<file path="src/rtl/fpec_pkg.sv">
// shared constants and types for the flash program/erase controller
package fpec_pkg;

  // register byte offsets on the AXI4-Lite port
  localparam logic [7:0] OFS_MODE         = 8'h00; // flash_mode_control
  localparam logic [7:0] OFS_CLK_NOTIFY   = 8'h04; // flash_clock_notify
  localparam logic [7:0] OFS_STARTUP_STAT = 8'h08; // startup_window_status
  localparam logic [7:0] OFS_CMD          = 8'h0C;
  localparam logic [7:0] OFS_ADDR         = 8'h10;
  localparam logic [7:0] OFS_WDATA        = 8'h14;
  localparam logic [7:0] OFS_STATUS       = 8'h18;
  localparam logic [7:0] OFS_IRQ_STAT     = 8'h1C;
  localparam logic [7:0] OFS_IRQ_CLR      = 8'h20;
  localparam logic [7:0] OFS_IRQ_EN       = 8'h24;
  localparam logic [7:0] OFS_ID_KEY       = 8'h28;
  localparam logic [7:0] OFS_WIN_START    = 8'h2C;
  localparam logic [7:0] OFS_WIN_END      = 8'h30;

  // flash mode field encodings
  localparam logic [1:0] MODE_READ    = 2'h0;
  localparam logic [1:0] MODE_CODE_PE = 2'h1;
  localparam logic [1:0] MODE_DATA_PE = 2'h2;
  localparam logic [1:0] MODE_BAD     = 2'h3;
  localparam int         MODE_GUARD_BIT = 4;   // start-up guard enable in mode register
  localparam logic [7:0] RST_MODE       = 8'h00;
  localparam logic [7:0] RST_CLK_NOTIFY = 8'h00;

  // command opcodes
  localparam logic [3:0] CMD_PROGRAM     = 4'h1;
  localparam logic [3:0] CMD_BLANK       = 4'h2;
  localparam logic [3:0] CMD_ERASE_BLK   = 4'h3;
  localparam logic [3:0] CMD_ERASE_ALL   = 4'h4;
  localparam logic [3:0] CMD_STARTUP_PGM = 4'h5;
  localparam logic [3:0] CMD_WIN_PROTECT = 4'h6;
  localparam logic [3:0] CMD_WIN_PGM     = 4'h7;
  localparam logic [3:0] CMD_FORCE_STOP  = 4'hF;

  // operation times in microseconds
  localparam logic [15:0] PROGRAM_US   = 16'h0008;
  localparam logic [15:0] BLANK_US     = 16'h0002;
  localparam logic [15:0] ERASE_BLK_US = 16'h0010;
  localparam logic [15:0] ERASE_ALL_US = 16'h0040;
  localparam logic [15:0] EXTRA_US     = 16'h0008;

  // user area layout
  localparam int          ADDR_W      = 19;
  localparam int          BLOCK_SHIFT = 13;
  localparam logic [18:0] ID_SLOT     = 19'h00001; // start-up program target for the id word

  // extra area reset values (erased state)
  localparam logic [31:0] RST_XA_WORD = 32'hFFFFFFFF;

  // status and interrupt bit positions
  localparam int STAT_BUSY   = 0;
  localparam int STAT_ERR    = 1;
  localparam int STAT_BLANK  = 2;
  localparam int STAT_UNLOCK = 3;
  localparam int IRQ_DONE    = 0;
  localparam int IRQ_ERR     = 1;
  localparam int SUS_PROTECT = 8;

  localparam logic [1:0] RESP_OKAY   = 2'h0;
  localparam logic [1:0] RESP_SLVERR = 2'h2;

  // request held toward the flash array while an operation runs
  typedef struct packed {
    logic              act;
    logic [3:0]        op;
    logic              dataArea;
    logic [ADDR_W-1:0] addr;
    logic [31:0]       data;
  } fpec_arr_t;

  typedef enum logic [1:0] {
    ST_IDLE = 2'b00,
    ST_RUN  = 2'b01,
    ST_DONE = 2'b11
  } fpec_state_t;

endpackage

</file>
<file path="src/rtl/fpec_timer.sv">
// microsecond operation timer paced by the notified clock frequency
module fpec_timer (
  input  wire logic        ref_clk,  // flash interface clock
  input  wire logic        rst_b,    // async reset, active low
  input  wire logic        start,    // load and run
  input  wire logic        abort,    // stop without done
  input  wire logic [5:0]  freqMhz,  // notified clock in MHz
  input  wire logic [15:0] timeUs,   // duration in microseconds
  output logic             done      // one-cycle end pulse
);

  logic [5:0]  pre_q;
  logic [15:0] usLeft_q;
  logic        run_q;
  logic [5:0]  preLim;

  // zero notification treated as 1 MHz so the timer always ends
  assign preLim = (freqMhz == 6'h00) ? 6'h00 : freqMhz - 6'h01;

  // prescaler gives one tick per microsecond at the notified rate
  always_ff @(posedge ref_clk or negedge rst_b) begin
    if (!rst_b) begin
      pre_q    <= 6'h00;
      usLeft_q <= 16'h0000;
      run_q    <= 1'b0;
      done     <= 1'b0;
    end else begin
      done <= 1'b0;
      if (start) begin
        pre_q    <= 6'h00;
        usLeft_q <= timeUs;
        run_q    <= 1'b1;
      end else if (abort) begin
        run_q <= 1'b0;
      end else if (run_q) begin
        if (pre_q >= preLim) begin
          pre_q <= 6'h00;
          if (usLeft_q <= 16'h0001) begin
            run_q <= 1'b0;
            done  <= 1'b1;
          end else begin
            usLeft_q <= usLeft_q - 16'h0001;
          end
        end else begin
          pre_q <= pre_q + 6'h01;
        end
      end
    end
  end

endmodule

</file>
<file path="src/rtl/fpec_ctrl.sv">
// flash program/erase controller with AXI4-Lite register port
// What this block does
// - mode 00 read, 01 code, 10 data
// - ready interrupt on command or stop completion
// - program, blank check, block and all erase
// - start-up info, window protect, window info
// - code flash programming only inside permitted window
// - code flash readable while data flash programs
// - guard active start-up half, blocks 0-3 or 4-7
// - clock field sets program/erase timing
// - readable window protection flag
// - id code gates programmer and debugger connection
module fpec_ctrl (
  input  wire logic              ref_clk,        // flash interface clock
  input  wire logic              rst_b,          // async reset, active low
  input  wire logic [7:0]        s_axi_awaddr,   // write address
  input  wire logic              s_axi_awvalid,  // write address valid
  output logic                   s_axi_awready,  // write address ready
  input  wire logic [31:0]       s_axi_wdata,    // write data
  input  wire logic [3:0]        s_axi_wstrb,    // write byte enables
  input  wire logic              s_axi_wvalid,   // write data valid
  output logic                   s_axi_wready,   // write data ready
  output logic [1:0]             s_axi_bresp,    // write response
  output logic                   s_axi_bvalid,   // write response valid
  input  wire logic              s_axi_bready,   // write response ready
  input  wire logic [7:0]        s_axi_araddr,   // read address
  input  wire logic              s_axi_arvalid,  // read address valid
  output logic                   s_axi_arready,  // read address ready
  output logic [31:0]            s_axi_rdata,    // read data
  output logic [1:0]             s_axi_rresp,    // read response
  output logic                   s_axi_rvalid,   // read data valid
  input  wire logic              s_axi_rready,   // read data ready
  input  wire logic              arrayBlank,     // array reports blank
  input  wire logic              bootMode,       // device in boot mode
  output fpec_pkg::fpec_arr_t    arrayReq,       // request to flash array
  output logic                   codeReadEn,     // code flash readable
  output logic                   dataReadEn,     // data flash readable
  output logic                   serialConnOk,   // serial programmer allowed
  output logic                   debugConnOk,    // debugger allowed
  output logic                   irq             // flash_done_interrupt
);

  // bus state
  logic        awHeld_q, wHeld_q;
  logic [7:0]  awAddr_q;
  logic [31:0] wData_q;
  logic [3:0]  wStrb_q;
  logic        wrDo;
  logic [31:0] rdMux;

  localparam int ADDR_W_L = fpec_pkg::ADDR_W;

  // registers
  logic [7:0]  mode_q, clkNotify_q;
  logic [ADDR_W_L-1:0] addr_q;
  logic [31:0] wdataReg_q;
  logic [1:0]  irqStat_q, irqEn_q;
  logic        lastErr_q, blank_q, unlock_q;
  logic [31:0] xaStartup_q, xaWinStart_q, xaWinEnd_q, xaProtect_q, xaId_q;

  // sequencer
  fpec_pkg::fpec_state_t state_q;
  logic [3:0]  cmd_q;
  logic        errPend_q, ranOk_q;
  logic        cmdWr, forceWr, reject, tStart, tAbort, tDone;
  logic [15:0] tUs;
  logic [3:0]  newOp;

  // merge a write with byte enables
  function automatic logic [31:0] applyStrb(input logic [31:0] old, input logic [31:0] nw,
                                            input logic [3:0] strb);
    logic [31:0] r;
    r = old;
    for (int i = 0; i < 4; i++) begin
      if (strb[i]) begin
        r[i*8 +: 8] = nw[i*8 +: 8];
      end
    end
    return r;
  endfunction

  // true for offsets that hold a register
  function automatic logic isMapped(input logic [7:0] a);
    return (a[1:0] == 2'h0) && (a <= fpec_pkg::OFS_WIN_END);
  endfunction

  // operation duration in microseconds
  function automatic logic [15:0] opTime(input logic [3:0] op);
    case (op)
      fpec_pkg::CMD_PROGRAM:   opTime = fpec_pkg::PROGRAM_US;
      fpec_pkg::CMD_BLANK:     opTime = fpec_pkg::BLANK_US;
      fpec_pkg::CMD_ERASE_BLK: opTime = fpec_pkg::ERASE_BLK_US;
      fpec_pkg::CMD_ERASE_ALL: opTime = fpec_pkg::ERASE_ALL_US;
      default:                 opTime = fpec_pkg::EXTRA_US;
    endcase
  endfunction

  // write address and data taken in either order, response after both
  always_ff @(posedge ref_clk or negedge rst_b) begin
    if (!rst_b) begin
      awHeld_q      <= 1'b0;
      wHeld_q       <= 1'b0;
      awAddr_q      <= 8'h00;
      wData_q       <= 32'h00000000;
      wStrb_q       <= 4'h0;
      s_axi_awready <= 1'b0;
      s_axi_wready  <= 1'b0;
      s_axi_bvalid  <= 1'b0;
      s_axi_bresp   <= fpec_pkg::RESP_OKAY;
    end else begin
      s_axi_awready <= !awHeld_q && !(s_axi_awvalid && s_axi_awready) && !s_axi_bvalid;
      s_axi_wready  <= !wHeld_q && !(s_axi_wvalid && s_axi_wready) && !s_axi_bvalid;
      if (s_axi_awvalid && s_axi_awready) begin
        awHeld_q <= 1'b1;
        awAddr_q <= s_axi_awaddr;
      end
      if (s_axi_wvalid && s_axi_wready) begin
        wHeld_q <= 1'b1;
        wData_q <= s_axi_wdata;
        wStrb_q <= s_axi_wstrb;
      end
      if (wrDo) begin
        awHeld_q      <= 1'b0;
        wHeld_q       <= 1'b0;
        s_axi_awready <= 1'b0;
        s_axi_wready  <= 1'b0;
        s_axi_bvalid  <= 1'b1;
        s_axi_bresp   <= isMapped(awAddr_q) ? fpec_pkg::RESP_OKAY : fpec_pkg::RESP_SLVERR;
      end else if (s_axi_bvalid && s_axi_bready) begin
        s_axi_bvalid <= 1'b0;
      end
    end
  end

  assign wrDo    = awHeld_q && wHeld_q && !s_axi_bvalid;
  assign cmdWr   = wrDo && (awAddr_q == fpec_pkg::OFS_CMD) && wStrb_q[0];
  assign newOp   = wData_q[3:0];
  assign forceWr = cmdWr && (newOp == fpec_pkg::CMD_FORCE_STOP);

  // read port answers one cycle after the address is taken
  always_ff @(posedge ref_clk or negedge rst_b) begin
    if (!rst_b) begin
      s_axi_arready <= 1'b0;
      s_axi_rvalid  <= 1'b0;
      s_axi_rdata   <= 32'h00000000;
      s_axi_rresp   <= fpec_pkg::RESP_OKAY;
    end else begin
      s_axi_arready <= !s_axi_rvalid && !(s_axi_arvalid && s_axi_arready);
      if (s_axi_arvalid && s_axi_arready) begin
        s_axi_arready <= 1'b0;
        s_axi_rvalid  <= 1'b1;
        s_axi_rdata   <= rdMux;
        s_axi_rresp   <= isMapped(s_axi_araddr) ? fpec_pkg::RESP_OKAY : fpec_pkg::RESP_SLVERR;
      end else if (s_axi_rvalid && s_axi_rready) begin
        s_axi_rvalid <= 1'b0;
      end
    end
  end

  // read data mux; reserved bits and write-only registers read zero
  always_comb begin
    rdMux = 32'h00000000;
    case (s_axi_araddr)
      fpec_pkg::OFS_MODE:       rdMux[7:0] = mode_q;
      fpec_pkg::OFS_CLK_NOTIFY: rdMux[5:0] = clkNotify_q[5:0];
      fpec_pkg::OFS_STARTUP_STAT: begin
        rdMux[0]                     = xaStartup_q[0];
        rdMux[fpec_pkg::SUS_PROTECT] = !xaProtect_q[0];
      end
      fpec_pkg::OFS_ADDR:  rdMux[ADDR_W_L-1:0] = addr_q;
      fpec_pkg::OFS_WDATA: rdMux = wdataReg_q;
      fpec_pkg::OFS_STATUS: begin
        rdMux[fpec_pkg::STAT_BUSY]   = (state_q != fpec_pkg::ST_IDLE);
        rdMux[fpec_pkg::STAT_ERR]    = lastErr_q;
        rdMux[fpec_pkg::STAT_BLANK]  = blank_q;
        rdMux[fpec_pkg::STAT_UNLOCK] = unlock_q || (&xaId_q);
      end
      fpec_pkg::OFS_IRQ_STAT:  rdMux[1:0] = irqStat_q;
      fpec_pkg::OFS_IRQ_EN:    rdMux[1:0] = irqEn_q;
      fpec_pkg::OFS_WIN_START: rdMux[ADDR_W_L-1:0] = xaWinStart_q[ADDR_W_L-1:0];
      fpec_pkg::OFS_WIN_END:   rdMux[ADDR_W_L-1:0] = xaWinEnd_q[ADDR_W_L-1:0];
      default:                 rdMux = 32'h00000000;
    endcase
  end

  // software registers; mode, clock and operands frozen while busy
  always_ff @(posedge ref_clk or negedge rst_b) begin
    if (!rst_b) begin
      mode_q      <= fpec_pkg::RST_MODE;
      clkNotify_q <= fpec_pkg::RST_CLK_NOTIFY;
      addr_q      <= '0;
      wdataReg_q  <= 32'h00000000;
      irqEn_q     <= 2'h0;
    end else if (wrDo) begin
      case (awAddr_q)
        fpec_pkg::OFS_MODE: begin
          // prohibited encoding 11 is dropped, the old mode stays
          if (wStrb_q[0] && state_q == fpec_pkg::ST_IDLE && wData_q[1:0] != fpec_pkg::MODE_BAD) begin
            mode_q <= {3'h0, wData_q[4], 2'h0, wData_q[1:0]};
          end
        end
        fpec_pkg::OFS_CLK_NOTIFY: begin
          if (wStrb_q[0] && state_q == fpec_pkg::ST_IDLE) begin
            clkNotify_q <= {2'h0, wData_q[5:0]};
          end
        end
        fpec_pkg::OFS_ADDR: begin
          if (state_q == fpec_pkg::ST_IDLE) begin
            addr_q <= ADDR_W_L'(applyStrb({13'h0000, addr_q}, wData_q, wStrb_q));
          end
        end
        fpec_pkg::OFS_WDATA: begin
          if (state_q == fpec_pkg::ST_IDLE) begin
            wdataReg_q <= applyStrb(wdataReg_q, wData_q, wStrb_q);
          end
        end
        fpec_pkg::OFS_IRQ_EN: begin
          if (wStrb_q[0]) begin
            irqEn_q <= wData_q[1:0];
          end
        end
        default: begin
        end
      endcase
    end
  end

  // legality check of a new command against mode, window and start-up guard
  always_comb begin
    logic [5:0] blk;
    logic       inWin, guardHit, codeMode, dataMode;
    blk      = addr_q[ADDR_W_L-1:fpec_pkg::BLOCK_SHIFT];
    codeMode = (mode_q[1:0] == fpec_pkg::MODE_CODE_PE);
    dataMode = (mode_q[1:0] == fpec_pkg::MODE_DATA_PE);
    inWin    = (addr_q >= xaWinStart_q[ADDR_W_L-1:0]) && (addr_q <= xaWinEnd_q[ADDR_W_L-1:0]);
    // active start-up half: blocks 0-3 when select bit is 1, else 4-7
    guardHit = mode_q[fpec_pkg::MODE_GUARD_BIT] && (blk[5:3] == 3'h0) &&
               (blk[2] == !xaStartup_q[0]);
    reject   = 1'b0;
    case (newOp)
      fpec_pkg::CMD_PROGRAM, fpec_pkg::CMD_ERASE_BLK: begin
        reject = !(codeMode || dataMode) ||
                 (codeMode && (!inWin || guardHit));
      end
      fpec_pkg::CMD_BLANK: begin
        reject = !(codeMode || dataMode);
      end
      fpec_pkg::CMD_ERASE_ALL: begin
        reject = !(codeMode || dataMode) ||
                 (codeMode && (mode_q[fpec_pkg::MODE_GUARD_BIT] || xaWinStart_q[ADDR_W_L-1:0] != '0 ||
                               xaWinEnd_q[ADDR_W_L-1:0] != '1));
      end
      fpec_pkg::CMD_STARTUP_PGM: begin
        reject = !codeMode;
      end
      fpec_pkg::CMD_WIN_PROTECT, fpec_pkg::CMD_WIN_PGM: begin
        reject = !codeMode || !xaProtect_q[0];
      end
      default: begin
        reject = 1'b1;
      end
    endcase
  end

  // sequencer: accept in idle only, force stop ends a run early
  always_ff @(posedge ref_clk or negedge rst_b) begin
    if (!rst_b) begin
      state_q   <= fpec_pkg::ST_IDLE;
      cmd_q     <= 4'h0;
      errPend_q <= 1'b0;
      ranOk_q   <= 1'b0;
    end else begin
      case (state_q)
        fpec_pkg::ST_IDLE: begin
          if (forceWr) begin
            state_q   <= fpec_pkg::ST_DONE;
            errPend_q <= 1'b0;
            ranOk_q   <= 1'b0;
          end else if (cmdWr) begin
            cmd_q     <= newOp;
            errPend_q <= reject;
            ranOk_q   <= 1'b0;
            state_q   <= reject ? fpec_pkg::ST_DONE : fpec_pkg::ST_RUN;
          end
        end
        fpec_pkg::ST_RUN: begin
          // other commands while running are dropped on purpose
          if (forceWr) begin
            state_q <= fpec_pkg::ST_DONE;
          end else if (tDone) begin
            ranOk_q <= 1'b1;
            state_q <= fpec_pkg::ST_DONE;
          end
        end
        fpec_pkg::ST_DONE: begin
          state_q <= fpec_pkg::ST_IDLE;
        end
        default: begin
          state_q <= fpec_pkg::ST_IDLE;
        end
      endcase
    end
  end

  assign tStart = (state_q == fpec_pkg::ST_IDLE) && cmdWr && !forceWr && !reject;
  assign tAbort = (state_q == fpec_pkg::ST_RUN) && forceWr;
  assign tUs    = opTime(newOp);

  fpec_timer u_timer (
    .ref_clk (ref_clk),
    .rst_b   (rst_b),
    .start   (tStart),
    .abort   (tAbort),
    .freqMhz (clkNotify_q[5:0]),
    .timeUs  (tUs),
    .done    (tDone)
  );

  // completion results: error flag and blank check outcome
  always_ff @(posedge ref_clk or negedge rst_b) begin
    if (!rst_b) begin
      lastErr_q <= 1'b0;
      blank_q   <= 1'b0;
    end else if (state_q == fpec_pkg::ST_DONE) begin
      lastErr_q <= errPend_q;
    end else if (state_q == fpec_pkg::ST_RUN && tDone && cmd_q == fpec_pkg::CMD_BLANK) begin
      blank_q <= arrayBlank;
    end
  end

  // extra area contents, updated only when an extra command finishes
  always_ff @(posedge ref_clk or negedge rst_b) begin
    if (!rst_b) begin
      xaStartup_q  <= fpec_pkg::RST_XA_WORD;
      xaWinStart_q <= 32'h00000000;
      xaWinEnd_q   <= fpec_pkg::RST_XA_WORD;
      xaProtect_q  <= fpec_pkg::RST_XA_WORD;
      xaId_q       <= fpec_pkg::RST_XA_WORD;
    end else if (state_q == fpec_pkg::ST_DONE && ranOk_q) begin
      case (cmd_q)
        fpec_pkg::CMD_STARTUP_PGM: begin
          if (addr_q == fpec_pkg::ID_SLOT) begin
            xaId_q <= wdataReg_q;
          end else begin
            xaStartup_q <= wdataReg_q;
          end
        end
        fpec_pkg::CMD_WIN_PROTECT: begin
          xaProtect_q <= 32'h00000000;
        end
        fpec_pkg::CMD_WIN_PGM: begin
          xaWinStart_q <= {13'h0000, addr_q};
          xaWinEnd_q   <= {13'h0000, wdataReg_q[ADDR_W_L-1:0]};
        end
        default: begin
        end
      endcase
    end
  end

  // sticky events; a new event beats a clear in the same cycle
  always_ff @(posedge ref_clk or negedge rst_b) begin
    if (!rst_b) begin
      irqStat_q <= 2'h0;
      irq       <= 1'b0;
    end else begin
      logic [1:0] clr, set;
      clr = (wrDo && awAddr_q == fpec_pkg::OFS_IRQ_CLR && wStrb_q[0]) ? wData_q[1:0] : 2'h0;
      set = 2'h0;
      set[fpec_pkg::IRQ_DONE] = (state_q == fpec_pkg::ST_DONE);
      set[fpec_pkg::IRQ_ERR]  = (state_q == fpec_pkg::ST_DONE) && errPend_q;
      irqStat_q <= (irqStat_q & ~clr) | set;
      irq       <= |(irqStat_q & irqEn_q);
    end
  end

  // id key check gates serial programmer and debugger connection
  always_ff @(posedge ref_clk or negedge rst_b) begin
    if (!rst_b) begin
      unlock_q     <= 1'b0;
      serialConnOk <= 1'b0;
      debugConnOk  <= 1'b0;
    end else begin
      if (wrDo && awAddr_q == fpec_pkg::OFS_ID_KEY && wStrb_q == 4'hF) begin
        unlock_q <= (applyStrb(32'h00000000, wData_q, wStrb_q) == xaId_q);
      end
      // erased id word means no code was set, connection is free
      serialConnOk <= bootMode && (unlock_q || (&xaId_q));
      debugConnOk  <= unlock_q || (&xaId_q);
    end
  end

  // read enables and array request follow mode and sequencer
  always_ff @(posedge ref_clk or negedge rst_b) begin
    if (!rst_b) begin
      codeReadEn <= 1'b1;
      dataReadEn <= 1'b1;
      arrayReq   <= '0;
    end else begin
      // code flash stays readable in data P/E so fetch goes on
      codeReadEn <= (mode_q[1:0] != fpec_pkg::MODE_CODE_PE);
      dataReadEn <= (mode_q[1:0] == fpec_pkg::MODE_READ);
      if (tStart) begin
        arrayReq.act      <= 1'b1;
        arrayReq.op       <= newOp;
        arrayReq.dataArea <= (mode_q[1:0] == fpec_pkg::MODE_DATA_PE);
        arrayReq.addr     <= addr_q;
        arrayReq.data     <= wdataReg_q;
      end else if (state_q != fpec_pkg::ST_RUN || tDone || tAbort) begin
        arrayReq.act <= 1'b0;
      end
    end
  end

endmodule

</file>
<file path="config.mk">
export PLATFORM = sky130hd
export DESIGN_NAME = fpec_ctrl
export DESIGN_NICKNAME = d
export VERILOG_FILES = /design/src/rtl/fpec_pkg.sv /design/src/rtl/fpec_timer.sv /design/src/rtl/fpec_ctrl.sv
export SDC_FILE = /design/constraint.sdc
export NUM_CORES = 1
export LEC_CHECK = 0
export BUFFER_PORTS_ARGS = -buffer_cell sky130_fd_sc_hd__buf_2
export CELL_PAD_IN_SITES_DETAIL_PLACEMENT = 1
export CELL_PAD_IN_SITES_GLOBAL_PLACEMENT = 1
export CORE_MARGIN = 4
export CORE_UTILIZATION = 45
export CTS_CLUSTER_SIZE = 24
export DETAILED_ROUTE_END_ITERATION = 7
export PLACE_DENSITY_LB_ADDON = 0.1
export REMOVE_ABC_BUFFERS = 1
export SKIP_LAST_GASP = 1
export SLEW_MARGIN = 20
export SYNTH_ARGS = -nofsm -noshare
export SYNTH_HDL_FRONTEND = slang
export SYNTH_SLANG_ARGS = --single-unit
</file>
<file path="constraint.sdc">
create_clock -name ref_clk -period 3.3 [get_ports ref_clk]
set_input_delay 0.66 -clock ref_clk [delete_from_list [all_inputs] [get_ports ref_clk]]
set_output_delay 0.66 -clock ref_clk [all_outputs]
set_load 0.02 [all_outputs]
</file>
==> summary.md <==
| Metric | Value |
|---|---|
| Status | `completed` |
| Worst skew pair latency | `0.53 ns` |
| Synth Area in XOR/XNOR | `0.0231` |
| Total number of vias | `11.2k` |
| Power share of the clock group | `0.362` |
| N_diodes | `0` |
| Post-synthesis mux area share | `0.182` |
| Syn. warnings | `0` |
| Slew @ Worst Pin | `between 1 and 1.5 ns` |
| Worst R2R Path Depth | `12` |
| #FFs+latches synth | `318` |
| Area grow syn2layout | `19.7%` |
| Net Switching | `3.53 mW` |
| Largest net degree at the start of global routing | `84` |
| Resized Gates After CTS | `0` |
| Synth top cells by count | `dfrtp_1, mux2_2, nand2_1` |
| Layout cells sized above 1 | `0.370` |
| Die W | `192 µm` |
| Post-CTS setup buffer count | `0` |
| Post-Syn Area per Cell | `approximately 12 µm²` |
| WHS | `0.154 ns` |
| Worst R2R Start | `xaWinEnd_q[4]$_DFFE_PN1P_` |
| Synthesized cell area | `0.0152 mm²` |
| Pre-antenna DRT Iters | `5` |
| Main combinational cell family by area after synthesis | `multiplexers` |
| Cell with the most instances after synthesis | `dfrtp_1` |
| Detailed Route WL | `43.3 mm` |
| Top FF cell, synth | `dfrtp_1` |
| Total clock sinks | `318` |
| CTS tree | `built` |
| Hold crit path type | `in -> async` |
| Adder-cell share of the synthesized area | `0.0420` |
| Post-route insts no fill | `roughly 2.0k` |
| Initial antenna violation count | `2` |
| Crit start category | `flop` |
| Slew Limit Fails | `0` |
| Most area-consuming cells after synthesis | `dfrtp_1, mux2_2, dfstp_2` |
| Unique masters post-synth | `61` |
| Simple-gate area share of the yosys netlist | `0.117` |
| R2r setup slk | `0.14 ns` |
| Vias in the first global route | `around 12k` |
| PD cells | `624 mW/mm²` |
| Grt ovf | `0` |
| CP max stage cell | `dfstp_2` |
| CP endpoint kind | `flop` |
| GRT Total Usage | `0.240` |
| Final Skew | `0.0230 ns` |
| Synthesized instance count | `1306` |
| # setup viols final | `0` |
| Yosys top cell by area | `dfrtp_1` |
| Gate power share | `0.205` |
| Crit path largest cell delay | `between 0.5 and 0.6 ns` |
| First-pass GRT wire length | `69.7 mm` |
| DIE AREA | `0.0367 mm²` |
| DIE HEIGHT | `192 µm` |
| Highest clock rate | `316 MHz` |
| Drt wl/cell | `between 20 and 25 µm` |
| DP Wirelength | `31.7 mm` |
| Placer's final routability congestion estimate | `around 0.85` |
| Final nets | `1630` |
| Critical path launch point | `xaWinEnd_q[4]$_DFFE_PN1P_` |
| Area share of the largest cell type after synthesis | `0.433` |
| Flop pwr share | `0.433` |
| CP Buf/Inv Count | `4` |
| Routed Antenna Nets | `0` |
| RSZ-0062 raised after global routing | `no` |
| I/O Pins | `164` |
| VDD IR max | `about 400 µV` |
| Asr flop ratio synth | `1.00` |
| CP arrival | `3.56 ns` |
| Sw Ratio | `0.311` |
| Sequential fraction of the synthesis area | `0.529` |
| Worst r2r dst | `u_timer.usLeft_q[6]$_DFFE_PN0P_` |
| Drt drc | `0` |
| DR iter-0 viols | `approximately 500` |
| Port buffer count | `161` |
| Number of flops mapped to enable cells by yosys | `0` |
| Min Tclk post-route | `about 3.2 ns` |
| Cts hold-fix bufs | `0` |
| Top delay family on crit path | `compound AO/OA/AOI/OAI gates` |
| Max cap viols | `0` |
| Setup CP Type | `reg -> reg` |
| Htree depth | `2` |
| Worst-path clk slew | `0.06 ns` |
| CORE AREA | `0.0334 mm²` |
| Final hold violations | `0` |
| Starting Density | `0.454` |
| CP max FO | `7` |
| Cts bufs inserted | `37` |
| Crit share post-route | `0.958` |
| Internal | `between 7 and 8 mW` |
| Cells along the critical path | `inv_1 > ha_1 > a211oi_1 > nor2_1 > nor3_1 > o21ai_0 > o2bb2ai_1 > buf_4 > a211oi_4 > buf_4 > buf_4 > mux2_2` |
| Via density | `5.62` |
| Critical path required time | `3.70 ns` |
| Synth Area in Compound Gates | `0.0798` |
| Leak | `8.56 nW` |
| FP Rows | `67` |
| Longest Clk Path Bufs | `3` |
| Root buffer cell | `clkbuf_16` |
| Relative slew margins | `0.287` |
| Most used cell, CP | `buf_4` |
| Placed Cells | `1927` |
worst register-to-register path, stage by stage, from the launching register on:
cell and delay, ns:
dfstp_2 0.56, inv_1 0.05, ha_1 0.28, a211oi_1 0.21, nor2_1 0.08, nor3_1 0.33, o21ai_0 0.16, o2bb2ai_1 0.15
buf_4 0.14, a211oi_4 0.33, buf_4 0.23, buf_4 0.18, mux2_2 0.34
stage by stage:
stage | instance area (µm²) | TNS (ns) | util | power (mW) | setup WS (ns)
after CTS | 18200 | 0 | 0.543 | 11.5 | 0.0751
after floorplan | 15000 | -145.38 | - | 6.16 | -1.90
after global routing | 18200 | 0 | 0.543 | 12.0 | 0.0112
after global placement | 16900 | 0 | 0.506 | 7.18 | 0.250
final | 18200 | 0 | 0.543 | 11.3 | 0.138
after detailed placement | 16900 | 0 | 0.506 | 7.28 | 0.104
cell type report:
type | count | area (µm²)
clock buffer | 56 | 1060
clock inverter | 12 | 169
fill | 3546 | 15300
inverter | 56 | 210
multi-input combinational | 885 | 6770
sequential | 318 | 8030
tap | 448 | 561
timing repair buffer | 220 | 1380
worst max-delay path by stage:
stage,to,cells after the start,slack [ns]
3_3_place_gp,u_timer.usLeft_q[6]$_DFFE_PN0P_,12,0.25
2_1_floorplan,arrayReq[0]$_DFFE_PN0N_,9,-1.90
4_1_cts,u_timer.usLeft_q[6]$_DFFE_PN0P_,12,0.08
5_1_grt,u_timer.usLeft_q[6]$_DFFE_PN0P_,12,0.01
6_report,u_timer.usLeft_q[6]$_DFFE_PN0P_,12,0.14
3_5_place_dp,u_timer.usLeft_q[6]$_DFFE_PN0P_,12,0.10
power by group through the flow:
stage | clock network [mW] | logic (mW) | registers, mW
2_1_floorplan | 0 | 1.34 | 4.82
3_3_place_gp | 0 | 2.25 | 4.94
3_5_place_dp | 0 | 2.32 | 4.96
4_1_cts | 4.21 | 2.35 | 4.90
5_1_grt | 4.40 | 2.59 | 4.98
6_report | 4.10 | 2.33 | 4.91
registers in the layout, indices dropped and copies added (netlist names), 2 cells and up:
signal            cells
arrayReq             57
cmd_q                 4
clkNotify_q           6
xaWinStart_q         19
awAddr_q              8
xaWinEnd_q           19
irqEn_q               2
irqStat_q             2
mode_q                3
state_q               2
wData_q              32
u_timer.usLeft_q     16
wStrb_q               4
s_axi_rdata          32
xaId_q               32
u_timer.pre_q         6
addr_q               19
wdataReg_q           32
logic make-up (layout without fill, tap and decap cells):
| logic type | count (synthesis) | after routing |
|---|---|---|
| AO/OA/AOI/OAI | 192 | 192 |
| buffers and inverters | 104 | 344 |
| XOR/XNOR | 40 | 40 |
| other | 1 | 2 |
| AND/OR/NAND/NOR | 353 | 353 |
| flip-flops | 318 | 318 |
| adder cells (fa/ha/maj) | 51 | 51 |
| multiplexers | 247 | 247 |
metal layers:
layer,wire length (µm),vias up,share of wire,track usage
met5,21,-,0.00048,0
met4,1110,4,0.026,0.0635
met3,2160,62,0.050,0.0438
met2,20600,224,0.47,0.393
met1,19500,5772,0.45,0.332
li1,-,5156,-,-
cell usage in the layout, fill, tap and decap left out, drive strengths merged, types with 6 or more instances in the layout:
master,count
nand3b,14
buf,220
dfrtp,263
o21ai,74
nor2,79
a22o,17
xor2,10
nor3,28
nor4,24
mux2,232
ha,51
nand4,24
a221oi,12
xnor2,30
dfstp,55
nor3b,7
clkbuf,56
a21oi,41
inv,57
a211oi,7
mux2i,15
or3,6
nand2,95
nand3,34
nor2b,9
a22oi,12
nand2b,9
(Power assumes the default switching activity.)
